## src/rtl/nbe_pkg.sv

```systemverilog
// constants and types of the on-die correction and bad-block guard
// assumes a command decoder and a codec datapath outside this block
// Functional notes
// - program or erase of a factory-bad block is dropped and flags its fail bit
// - bad-block protection is always on; no setting can disable it
// - parity is made during program; 9-bit detect, 8-bit correct per 528 bytes
// - codeword n is main column n*512 plus spare column 4096+n*16
// - read correction is automatic; status holds until the next valid operation
// - parity lives at columns 4224-4351, closed to the host while correction is on
// - correction enable is bit 4 of location b0h, set after power-up
// - with correction off the usable spare grows from 128 to 256 bytes
// - correction outcome sits in bits 5:4 of location c0h
// - four-bit flip threshold is held at location 10h, written by set-feature
// - codes 1..8 pick 1..8 flips, 1111 picks uncorrectable, 0000 reserved
// - threshold resets to code 0100
// - location 20h bit n is set when sector n count reaches the threshold
// - threshold flags update only on the read-buffer command after a page read
// - four-bit flip count per sector at 40h and 50h, 1111 means uncorrected
// - location 30h gives page maximum count and its lowest sector index
`default_nettype none
package nbe_pkg;
  localparam logic [7:0]  FA_THRESH     = 8'h10;
  localparam logic [7:0]  FA_FLAGS      = 8'h20;
  localparam logic [7:0]  FA_MAX        = 8'h30;
  localparam logic [7:0]  FA_CNT_LO     = 8'h40;
  localparam logic [7:0]  FA_CNT_HI     = 8'h50;
  localparam logic [7:0]  FA_CFG        = 8'hb0;
  localparam logic [7:0]  FA_STAT       = 8'hc0;
  localparam int          ECC_EN_BIT    = 4;
  localparam int          OUTCOME_LSB   = 4;
  localparam int          PFAIL_BIT     = 3;
  localparam int          EFAIL_BIT     = 2;
  localparam int          NUM_SECTORS   = 8;
  localparam logic        ECC_EN_RST    = 1'b1;
  localparam logic [3:0]  THRESH_RST    = 4'h4;
  localparam logic [3:0]  CNT_MAXCORR   = 4'h8;
  localparam logic [3:0]  CNT_UNCORR    = 4'hf;
  localparam logic [12:0] COL_SPARE     = 13'h1000;
  localparam logic [12:0] COL_PARITY    = 13'h1080;
  localparam logic [12:0] COL_LAST      = 13'h10ff;
  localparam logic [8:0]  SPARE_ON      = 9'h080;
  localparam logic [8:0]  SPARE_OFF     = 9'h100;
  localparam logic [1:0]  OUT_NONE      = 2'h0;
  localparam logic [1:0]  OUT_CORR      = 2'h1;
  localparam logic [1:0]  OUT_UNCORR    = 2'h2;

  typedef enum logic [2:0] {
    CMD_OTHER     = 3'h0,
    CMD_PAGE_READ = 3'h1,
    CMD_READ_BUF  = 3'h2,
    CMD_PROGRAM   = 3'h3,
    CMD_ERASE     = 3'h4
  } nbe_cmd_e;

  typedef enum logic [2:0] {
    ST_IDLE   = 3'b001,
    ST_DECODE = 3'b010,
    ST_HOLD   = 3'b100
  } nbe_state_e;
endpackage : nbe_pkg
`default_nettype wire

```

## src/rtl/nbe_ecc_guard.sv

```systemverilog
// correction control, flip reporting, feature table and bad-block guard
// assumes a command decoder on clk and an external codec that reports
// per-sector flip counts and builds parity when enc_start pulses
`default_nettype none
module nbe_ecc_guard (
  input  wire logic             clk,
  input  wire logic             srst,
  input  wire logic             cmd_valid,
  input  wire nbe_pkg::nbe_cmd_e cmd_code,
  input  wire logic             cmd_block_bad,
  output logic                  op_go,
  output logic                  op_refused,
  output logic                  enc_start,
  input  wire logic             dec_valid,
  input  wire logic [2:0]       dec_sector,
  input  wire logic [3:0]       dec_flips,
  input  wire logic             dec_done,
  input  wire logic             feat_wr,
  input  wire logic             feat_rd,
  input  wire logic [7:0]       feat_addr,
  input  wire logic [7:0]       feat_wdata,
  output logic [15:0]           feat_rdata,
  input  wire logic [12:0]      col_addr,
  output logic                  col_ok,
  output logic [2:0]            col_sector,
  output logic                  col_spare,
  output logic                  ecc_enabled,
  output logic [8:0]            spare_size
);
  import nbe_pkg::*;

  nbe_state_e  state_ff;
  nbe_state_e  nxt_state;
  logic        ecc_en_ff;
  logic [3:0]  thresh_ff;
  logic [31:0] cnt_ff;
  logic [31:0] nxt_cnt;
  logic [7:0]  flags_ff;
  logic [7:0]  nxt_flags;
  logic [1:0]  outcome_ff;
  logic        pfail_ff;
  logic        efail_ff;
  logic [3:0]  max_ff;
  logic [2:0]  max_sec_ff;
  logic        op_go_ff;
  logic        op_refused_ff;
  logic        enc_start_ff;
  logic        op_ecc_ff;
  logic [15:0] rdata_ff;
  logic [15:0] rd_mux;

  // command classification
  wire is_read   = cmd_valid && (cmd_code == CMD_PAGE_READ);
  wire is_rbuf   = cmd_valid && (cmd_code == CMD_READ_BUF);
  wire is_prog   = cmd_valid && (cmd_code == CMD_PROGRAM);
  wire is_erase  = cmd_valid && (cmd_code == CMD_ERASE);
  wire is_op     = is_read || is_prog || is_erase;
  // no enable term here: the guard cannot be switched off
  wire refuse    = (is_prog || is_erase) && cmd_block_bad;
  wire go        = is_op && !refuse;
  wire commit    = is_rbuf && (state_ff == ST_HOLD);
  wire dec_take  = dec_valid && (state_ff == ST_DECODE) && op_ecc_ff;
  wire dec_end   = dec_done && (state_ff == ST_DECODE);

  // codec reports the raw count; anything past the correctable limit is 1111
  wire [3:0] dec_enc = (dec_flips > CNT_MAXCORR) ? CNT_UNCORR : dec_flips;

  // column map: main columns pick sector by 512, spare columns by 16
  assign col_spare  = (col_addr >= COL_SPARE);
  assign col_sector = col_spare ? col_addr[6:4] : col_addr[11:9];
  assign spare_size = ecc_en_ff ? SPARE_ON : SPARE_OFF;
  // parity columns are closed while correction is on; beyond the spare is never valid
  assign col_ok     = (col_addr <= COL_LAST) &&
                      !(ecc_en_ff && (col_addr >= COL_PARITY));
  assign ecc_enabled = ecc_en_ff;
  assign op_go       = op_go_ff;
  assign op_refused  = op_refused_ff;
  assign enc_start   = enc_start_ff;
  assign feat_rdata  = rdata_ff;

  // page maximum: strict compare keeps the lowest sector on ties
  logic [3:0] best_cnt;
  logic [2:0] best_sec;
  always_comb begin
    best_cnt = 4'h0;
    best_sec = 3'h0;
    for (int i = 0; i < NUM_SECTORS; i++) begin
      if (cnt_ff[i*4 +: 4] > best_cnt) begin
        best_cnt = cnt_ff[i*4 +: 4];
        best_sec = 3'(i);
      end
    end
  end

  // per-sector counts: a new read wipes the old page before decoding
  always_comb begin
    nxt_cnt = cnt_ff;
    if (go && is_read) begin
      nxt_cnt = 32'h0000_0000;
    end else if (dec_take) begin
      nxt_cnt[dec_sector*4 +: 4] = dec_enc;
    end
  end

  // threshold compare; code 0000 never flags, 1111 only catches uncorrectable
  always_comb begin
    nxt_flags = flags_ff;
    if (commit) begin
      for (int i = 0; i < NUM_SECTORS; i++) begin
        nxt_flags[i] = (thresh_ff != 4'h0) && (cnt_ff[i*4 +: 4] >= thresh_ff);
      end
    end
  end

  // sequencing of a page read through decode and the flag commit
  always_comb begin
    nxt_state = state_ff;
    case (state_ff)
      ST_IDLE: begin
        if (go && is_read) nxt_state = ST_DECODE;
      end
      ST_DECODE: begin
        if (go && is_read) nxt_state = ST_DECODE;
        else if (dec_end) nxt_state = ST_HOLD;
      end
      ST_HOLD: begin
        if (go && is_read) nxt_state = ST_DECODE;
        else if (commit) nxt_state = ST_IDLE;
      end
      default: nxt_state = ST_IDLE;
    endcase
  end

  // feature read mux; unmapped locations read as zero
  always_comb begin
    case (feat_addr)
      FA_THRESH: rd_mux = {12'h000, thresh_ff};
      FA_FLAGS:  rd_mux = {8'h00, flags_ff};
      FA_MAX:    rd_mux = {8'h00, max_ff, 1'b0, max_sec_ff};
      FA_CNT_LO: rd_mux = cnt_ff[15:0];
      FA_CNT_HI: rd_mux = cnt_ff[31:16];
      FA_CFG:    rd_mux = 16'(8'(ecc_en_ff) << ECC_EN_BIT);
      FA_STAT:   rd_mux = 16'({outcome_ff, pfail_ff, efail_ff, 2'b00});
      default:   rd_mux = 16'h0000;
    endcase
  end

  // state, counts and flags
  always_ff @(posedge clk) begin
    if (srst) begin
      state_ff <= ST_IDLE;
      cnt_ff   <= 32'h0000_0000;
      flags_ff <= 8'h00;
    end else begin
      state_ff <= nxt_state;
      cnt_ff   <= nxt_cnt;
      flags_ff <= nxt_flags;
    end
  end

  // settings written by set-feature; other bits of b0h are not kept here
  always_ff @(posedge clk) begin
    if (srst) begin
      ecc_en_ff <= ECC_EN_RST;
      thresh_ff <= THRESH_RST;
    end else if (feat_wr) begin
      if (feat_addr == FA_CFG) ecc_en_ff <= feat_wdata[ECC_EN_BIT];
      if (feat_addr == FA_THRESH) thresh_ff <= feat_wdata[3:0];
    end
  end

  // operation handshake; the enable is sampled as each operation starts
  always_ff @(posedge clk) begin
    if (srst) begin
      op_go_ff      <= 1'b0;
      op_refused_ff <= 1'b0;
      enc_start_ff  <= 1'b0;
      op_ecc_ff     <= ECC_EN_RST;
    end else begin
      op_go_ff      <= go;
      op_refused_ff <= refuse;
      enc_start_ff  <= go && is_prog && ecc_en_ff;
      if (go) op_ecc_ff <= ecc_en_ff;
    end
  end

  // status at c0h: kept until the next read, program or erase is issued, even a refused one
  always_ff @(posedge clk) begin
    if (srst) begin
      outcome_ff <= OUT_NONE;
      pfail_ff   <= 1'b0;
      efail_ff   <= 1'b0;
      max_ff     <= 4'h0;
      max_sec_ff <= 3'h0;
    end else if (is_op) begin
      outcome_ff <= OUT_NONE;
      pfail_ff   <= refuse && is_prog;
      efail_ff   <= refuse && is_erase;
      if (go && is_read) begin
        max_ff     <= 4'h0;
        max_sec_ff <= 3'h0;
      end
    end else if (dec_end) begin
      max_ff     <= best_cnt;
      max_sec_ff <= best_sec;
      outcome_ff <= (best_cnt == CNT_UNCORR) ? OUT_UNCORR :
                    (best_cnt == 4'h0) ? OUT_NONE : OUT_CORR;
    end
  end

  // registered feature read data, one cycle after the read strobe
  always_ff @(posedge clk) begin
    if (srst) begin
      rdata_ff <= 16'h0000;
    end else if (feat_rd) begin
      rdata_ff <= rd_mux;
    end
  end
endmodule : nbe_ecc_guard
`default_nettype wire

```

## config.mk

```make
export PLATFORM = sky130hd
export DESIGN_NAME = nbe_ecc_guard
export DESIGN_NICKNAME = d
export VERILOG_FILES = /design/src/rtl/nbe_pkg.sv /design/src/rtl/nbe_ecc_guard.sv
export SDC_FILE = /design/constraint.sdc
export NUM_CORES = 1
export LEC_CHECK = 0
export ABC_AREA = 1
export BUFFER_PORTS_ARGS = -buffer_cell sky130_fd_sc_hd__buf_2
export CAP_MARGIN = 20
export CELL_PAD_IN_SITES_DETAIL_PLACEMENT = 1
export CELL_PAD_IN_SITES_GLOBAL_PLACEMENT = 1
export CORE_ASPECT_RATIO = 0.6
export CORE_MARGIN = 2
export CORE_UTILIZATION = 40
export DETAILED_ROUTE_END_ITERATION = 16
export GPL_TIMING_DRIVEN = 0
export PLACE_DENSITY_LB_ADDON = 0.2
export SLEW_MARGIN = 10
export SYNTH_ARGS = -nofsm -noshare
export SYNTH_HDL_FRONTEND = slang
export SYNTH_SLANG_ARGS = --single-unit
```

## constraint.sdc

```tcl
create_clock -name clk -period 11.45 [get_ports clk]
set_input_delay 1.145 -clock clk [delete_from_list [all_inputs] [get_ports clk]]
set_output_delay 1.145 -clock clk [all_outputs]
set_load 0.02 [all_outputs]
```

==> results of run 1 <==
flip-flops by register name, indices dropped and copies added, names as in the netlist, 2 cells and up:
name and flops:
max_ff 4, thresh_ff 4, flags_ff 8, feat_rdata 16, cnt_ff 32, outcome_ff 2, max_sec_ff 3, state_ff 3
logic make-up after synthesis:
logic type / share of synthesized area
multiplexers: 0.00201
AO/OA/AOI/OAI: 0.203
flip-flops: 0.283
buffers and inverters: 0.108
adder cells (fa/ha/maj): 0.125
other: 0.000671
AND/OR/NAND/NOR: 0.278
per-layer routing:
metal,GRT usage,share of wire,wire length (um)
met4,0.0512,0.0096,199
met2,0.441,0.42,8670
met5,0,0,0
met3,0.0450,0.061,1260
met1,0.422,0.51,10600
final cells by class:
cell class	instances	area (um2)	share of cell area
plain buffers	22	116	0.0178
clock buffers	9	225	0.0344
clock inverters	7	120	0.0184
inverters	130	488	0.0746
multi-input cells	594	3430	0.524
flip-flops and latches	79	1580	0.242
well taps	192	240	0.0367
repair buffers	68	340	0.0520
critical path: cells and delay by family, from the launching register on:
kind                       cells  cell delay [ns]
DFF                            1             0.43
buffers and inverters         11             0.98
AOI/OAI and AO/OA              9             1.74
and+or+nand+nor               35             3.22
adders and majority gates      7             2.17
placed cells by master (no fill, tap or decap), drive strengths merged, types with 10 or more instances in the layout:
cell / instances
inv: 130
dfxtp: 79
nand4: 13
o22ai: 10
buf: 79
nand2: 196
nor4: 10
clkbuf: 20
o21a: 24
nand3: 53
nor2: 51
ha: 56
nor3: 12
a21oi: 75
o21ai: 52
path summary, 6_finish.rpt:
check | to | depth (start not counted)
max | outcome_ff[0] | 62
min | feat_rdata[0] | 2
max reg2reg | outcome_ff[0] | 62
min reg2reg | feat_rdata[0] | 2
power groups by stage:
stage,clock (mW),sequential [mW],combinational (mW)
2_1_floorplan,0,0.282,0.208
3_3_place_gp,0,0.282,0.266
3_5_place_dp,0,0.282,0.276
4_1_cts,0.340,0.276,0.278
5_1_grt,0.352,0.276,0.324
6_report,0.338,0.276,0.280
per-stage QoR:
| step | instance area, um2 | utilization | hold WS (ns) |
|---|---|---|---|
| 2_1_floorplan | 5610 | - | 0.419 |
| 3_3_place_gp | 6180 | 0.453 | 0.452 |
| 3_5_place_dp | 6190 | 0.453 | 0.459 |
| 4_1_cts | 6540 | 0.479 | 0.469 |
| 5_1_grt | 6540 | 0.479 | 0.487 |
| 6_report | 6540 | 0.479 | 0.468 |
==> summary.txt, run 1 <==
Status
  • Run status: finished, final reports clean

Clock network
  • Count of H-tree levels built during CTS: 3
  • Maximum count of clock buffers along a single path: 2
  • Clock tree from TritonCTS: built
  • Master cell of the clock root buffer: sky130_fd_sc_hd__clkbuf_16
  • Clock Sinks: 79
  • Clock input transition at the sequential cells of the worst setup and hold paths: 0.07 ns
  • Hold bufs inserted after CTS: 0
  • CTS-repair resized insts: 0
  • Total clock buffers created by CTS: 9
  • Clk Latency, worst-skew pair: 0.35 ns
  • Number of buffers inserted by post-CTS setup repair: 0

Worst setup path
  • CP required: 11.68 ns
  • Type of the worst setup path: flip-flop to flip-flop
  • Startpoint class of the critical path: flip-flop
  • Launch instance of the worst register-to-register path: cnt_ff[2]
  • Largest fanout on the critical path: 10
  • Startpoint of the worst setup timing path: cnt_ff[2]
  • Max stage delay on crit path: 0.43 ns
  • Crit end category: flip-flop
  • Critical path data arrival time: 8.92 ns
  • Crit-path slowest cell: sky130_fd_sc_hd__dfxtp_1
  • Cell repeated most along the worst path: sky130_fd_sc_hd__nand2_1
  • R2R Setup Slk: 2.77 ns

Worst hold path
  • Class of the most critical hold timing path: flip-flop to flip-flop
  • Worst Hold Launch: feat_rdata[0]

Placed design
  • Post-Place Worst Slack: 2.90 ns
  • Placed wire-length estimate after detailed placement: 16800 um
  • Weighted congestion at the end of routability-driven global placement: 0.935
  • I/O Buffers: 66
  • Number of placed instances with taps included: 1085

Timing
  • Slew Limit Headroom: 0.494
  • Final number of hold-violating endpoints: 0
  • Final critical-path share of the clock period: 0.758
  • Final critical delay including setup and external delays: 8.68 ns
  • Final critical-path setup slack: 2.77 ns
  • Max-slew violations: 0
  • Achievable frequency: 0.115 GHz
  • Final setup vio count: 0
  • Setup repair after global routing missed its margin: false
  • Post-route setup TNS: 0 ns
  • Pin slew with the least headroom to its limit: 0.752 ns
  • Fin Clk Skew: 0.0112 ns

Global route
  • Overall overflow remaining after global route: 0
  • Number of global-route vias before repair: 5927
  • Gr usage total: 0.285
  • Largest net degree at the start of global routing: 15
  • Number of antenna violations at the first check in global routing: 0
  • First-pass GRT wire length: 32300 um

Layout
  • Area delta synth->final: 17.0%
  • Count of placed standard cells in the final layout, fillers left out: 1101
  • Fraction of layout instances using a drive strength above 1: 0.149
  • Net count of the finished layout: 1007
  • Antenna diodes: 0
  • Fill cell instance count of the final layout: 1823

Drt
  • Post-route ant nets: 0
  • Wire length reported by the detailed router: 20700 um
  • First-pass DRT Iterations: 5
  • Mean number of vias per cell: 5.42
  • Drt wl/cell: 18.8 um
  • Drt initial violations: 430
  • Vias: 5969
  • DRC: 0

Power and ir drop
  • Worst IR Drop VDD: 0.000137 V
  • P_leak: 3.06 nW
  • P_sw: 0.312 mW
  • Relative contribution of the clock network to total power: 0.378
  • Power density normalized to cell area: 137 nW/um2
  • Flop pwr share: 0.309
  • Part of the power in combinational logic: 0.313
  • Sw Share: 0.349
  • Overall power consumption: 0.893 mW
  • Internal Dissipation: 0.581 mW

Synth
  • Count of flip-flops with a built-in enable after synthesis: 0
  • Ranking of synthesized cells by instance count: 168 x sky130_fd_sc_hd__nand2_1, 123 x sky130_fd_sc_hd__inv_1, 79 x sky130_fd_sc_hd__dfxtp_1
  • Number of distinct library cells after synthesis: 36
  • Share of synthesized area occupied by flip-flops and latches: 0.283
  • Share of synthesized registers carrying an async set or reset: 0
  • Flip-flop cell with the highest count after synthesis: sky130_fd_sc_hd__dfxtp_1
  • Synthesis warning total: 0
  • Cell type with the highest aggregate area in the netlist: sky130_fd_sc_hd__dfxtp_1
  • Largest cells by area after synthesis: sky130_fd_sc_hd__dfxtp_1 28%, sky130_fd_sc_hd__ha_1 13%, sky130_fd_sc_hd__nand2_1 11%
  • Post-synthesis cell area: 5590 um2
  • Number of synthesized register bits: 79
  • Cell with the most instances after synthesis: sky130_fd_sc_hd__nand2_1
  • Synthesized instance count: 819
  • Top-area cell type share of the netlist area: 0.283
  • Syn Area/Cell: 6.83 um2

Die
  • Core box area: 13700 um2
  • Vert. Die Dim: 95.6 um
  • Width of the chip: 157 um
  • Starting density of the core: 0.409
  • Die area: 15000 um2
  • Ports: 81
  • Row cnt: 33

Run
  • Max-cap viol count: 0
Power figures use the tool's default switching activity.
==> run 2: changes to the inputs <==
Settings changed: ABC_AREA 1 to 0.
Clock period 11.45 ns to 8.6 ns, I/O delays scaled along.
==> summary.txt, run 2 <==
Clock network
  • Master cell of the clock root buffer: sky130_fd_sc_hd__clkbuf_16
  • Maximum count of clock buffers along a single path: 2
  • Clock input transition at the sequential cells of the worst setup and hold paths: 0.07 ns
  • Total clock buffers created by CTS: 9
  • Hold bufs inserted after CTS: 0
  • Clk Latency, worst-skew pair: 0.35 ns
  • Clock tree from TritonCTS: built
  • Count of H-tree levels built during CTS: 3
  • Clock Sinks: 79

Worst setup path
  • Worst Path Buf+Inv: 9
  • Type of the worst setup path: flip-flop to flip-flop
  • Critical path data arrival time: 11.14 ns
  • Critical register-to-register path endpoint: outcome_ff[0]
  • Termination of the worst setup path: outcome_ff[0]
  • Crit end category: flip-flop
  • Startpoint class of the critical path: flip-flop
  • Largest fanout on the critical path: 7
  • Max stage delay on crit path: 0.40 ns
  • CP delay by family, top: compound AO/OA/AOI/OAI gates
  • Path depth of the worst reg2reg path: 58
  • R2R Setup Slk: -2.31 ns
  • Levels on crit path: 58
  • CP required: 8.83 ns
  • Crit-path slowest cell: sky130_fd_sc_hd__a221oi_4
  • Startpoint of the worst setup timing path: cnt_ff[3]
  • Launch instance of the worst register-to-register path: cnt_ff[3]

Synth
  • Share of synthesized registers carrying an async set or reset: 0
  • Post-synthesis cell area: 5580 um2
  • Syn Area/Cell: 7.99 um2
  • Cell type with the highest aggregate area in the netlist: sky130_fd_sc_hd__dfxtp_1
  • Synthesized instance count: 698
  • Count of flip-flops with a built-in enable after synthesis: 0
  • Synthesis warning total: 0
  • Cell with the most instances after synthesis: sky130_fd_sc_hd__nor2_1
  • Number of synthesized register bits: 79
  • Largest cells by area after synthesis: sky130_fd_sc_hd__dfxtp_1 28%, sky130_fd_sc_hd__ha_1 13%, sky130_fd_sc_hd__nor2_1 7.8%
  • Top-area cell type share of the netlist area: 0.283
  • Ranking of synthesized cells by instance count: 116 x sky130_fd_sc_hd__nor2_1, 79 x sky130_fd_sc_hd__dfxtp_1, 63 x sky130_fd_sc_hd__a21oi_1
  • Number of distinct library cells after synthesis: 76
  • Share of synthesized area occupied by flip-flops and latches: 0.283
  • Flip-flop cell with the highest count after synthesis: sky130_fd_sc_hd__dfxtp_1

Placed design
  • Weighted congestion at the end of routability-driven global placement: 0.901
  • Post-Place Worst Slack: -3.28 ns
  • I/O Buffers: 62
  • Cell Area, Placed: 6310 um2
  • Placed wire-length estimate after detailed placement: 16700 um

Layout
  • Antenna diodes: 0
  • Flip-flop count of the largest register, all copies and words added: 32
  • Most frequent cells in the layout: 108 x sky130_fd_sc_hd__nor2_1, 71 x sky130_fd_sc_hd__dfxtp_1, 63 x sky130_fd_sc_hd__buf_2
  • Net count of the finished layout: 933
  • Leading cell type in the layout, fill and taps excluded: sky130_fd_sc_hd__nor2_1
  • Layout Cell Area excl Fill: 7520 um2
  • Reg with most FFs: cnt_ff
  • Area delta synth->final: 34.8%
  • Fraction of layout instances using a drive strength above 1: 0.301

Timing
  • Worst hold slack: 0.466 ns
  • Achievable frequency: 0.0917 GHz
  • Setup repair after global routing missed its margin: true
  • Final critical-path share of the clock period: 1.27
  • Fin Clk Skew: 0.0100 ns
  • Final number of hold-violating endpoints: 0
  • Max-slew violations: 0
  • Final critical delay including setup and external delays: 10.91 ns
  • Post-route setup TNS: -19.29 ns
  • Pin slew with the least headroom to its limit: 1.04 ns
  • Slew Limit Headroom: 0.295
  • Final setup vio count: 9
  • Final critical-path setup slack: -2.31 ns

Die
  • Starting density of the core: 0.409
  • Core box area: 13600 um2
  • Vert. Die Dim: 95.5 um
  • Width of the chip: 156 um
  • Die area: 14900 um2
  • Row cnt: 33
  • Ports: 81

Power and ir drop
  • P_leak: 3.16 nW
  • Worst IR Drop VDD: 0.0000943 V
  • Overall power consumption: 0.864 mW
  • Relative contribution of the clock network to total power: 0.480
  • Part of the power in combinational logic: 0.090
  • P_sw: 0.238 mW
  • Flop pwr share: 0.430
  • Sw Share: 0.276
  • Power density normalized to cell area: 115 nW/um2
  • Internal Dissipation: 0.626 mW

Run
  • Max-cap viol count: 0

Drt
  • Vias: 6132
  • DRC: 0
  • Drt wl/cell: 23.3 um
  • Post-route ant nets: 0
  • Mean number of vias per cell: 6.07
  • Drt initial violations: 486
  • First-pass DRT Iterations: 5
  • Wire length reported by the detailed router: 23600 um

Worst hold path
  • Class of the most critical hold timing path: flip-flop to flip-flop

Status
  • Run status: complete, but fails checks
  • Failing checks: setup timing

Global route
  • Number of antenna violations at the first check in global routing: 0
  • Number of global-route vias before repair: 6066
  • Overall overflow remaining after global route: 0
  • Gr usage total: 0.318
  • Largest net degree at the start of global routing: 17
  • First-pass GRT wire length: 35400 um
run 2: how the worst min path moves through the flow:
| stage | startpoint | endpoint | slack, ns | depth (start not counted) |
|---|---|---|---|---|
| final | op_ecc_ff | op_ecc_ff | 0.47 | 1 |
| after global routing | op_ecc_ff | op_ecc_ff | 0.49 | 1 |
| after CTS | op_ecc_ff | op_ecc_ff | 0.47 | 1 |
| after detailed placement | op_ecc_ff | op_ecc_ff | 0.45 | 1 |
| after global placement | op_ecc_ff | op_ecc_ff | 0.43 | 1 |
| after floorplan | op_ecc_ff | op_ecc_ff | 0.43 | 1 |
run 2: final cells by class:
type                            instances  area, um2
Timing Repair Buffer                  116        739
Clock inverter                          7       86.3
Tap cell                              175        219
Fill cell                            1594       6110
Sequential cell                        79       1600
Clock buffer                            9        225
Multi-Input combinational cell        555       4320
Buffer                                 38        203
Inverter                               31        119
run 2: layer usage:
| metal | track usage | part of all wire | up-vias |
|---|---|---|---|
| met5 | 0 | 0 | - |
| met4 | 0.103 | 0.029 | 0 |
| met3 | 0.0823 | 0.085 | 52 |
| met2 | 0.481 | 0.43 | 222 |
| met1 | 0.441 | 0.45 | 3073 |
| li1 | - | - | 2785 |
run 2: per-stage QoR:
step	instances	util
global route	1010	0.552
CTS	1000	0.536
floorplan	704	-
global placement	941	0.463
finish	1010	0.552
detailed placement	941	0.463
run 2: logic make-up after synthesis:
group                      after synthesis  share of synthesized area
adders and majority gates               58                      0.129
other                                    1                   0.000672
DFF                                     79                      0.283
xor gates and xnor gates                 1                    0.00157
AOI/OAI and AO/OA                      188                      0.235
muxes                                   36                     0.0664
buffers and inverters                   70                     0.0538
and+or+nand+nor                        265                      0.230
run 2: timing repair:
item | in CTS | in global routing
resized for setup | 76 | 31
pin swaps | 46 | 27
gates cloned | 0 | 0
endpoints found under the setup margin | 9 | 9
buffers inserted | 43 | 10
run 2: power groups by stage:
stage,sequential [mW],combinational (mW),clock (mW)
6_report,0.371,0.0781,0.415
5_1_grt,0.372,0.0843,0.434
4_1_cts,0.372,0.0762,0.416
3_5_place_dp,0.381,0.0756,0
3_3_place_gp,0.381,0.0728,0
2_1_floorplan,0.386,0.0397,0
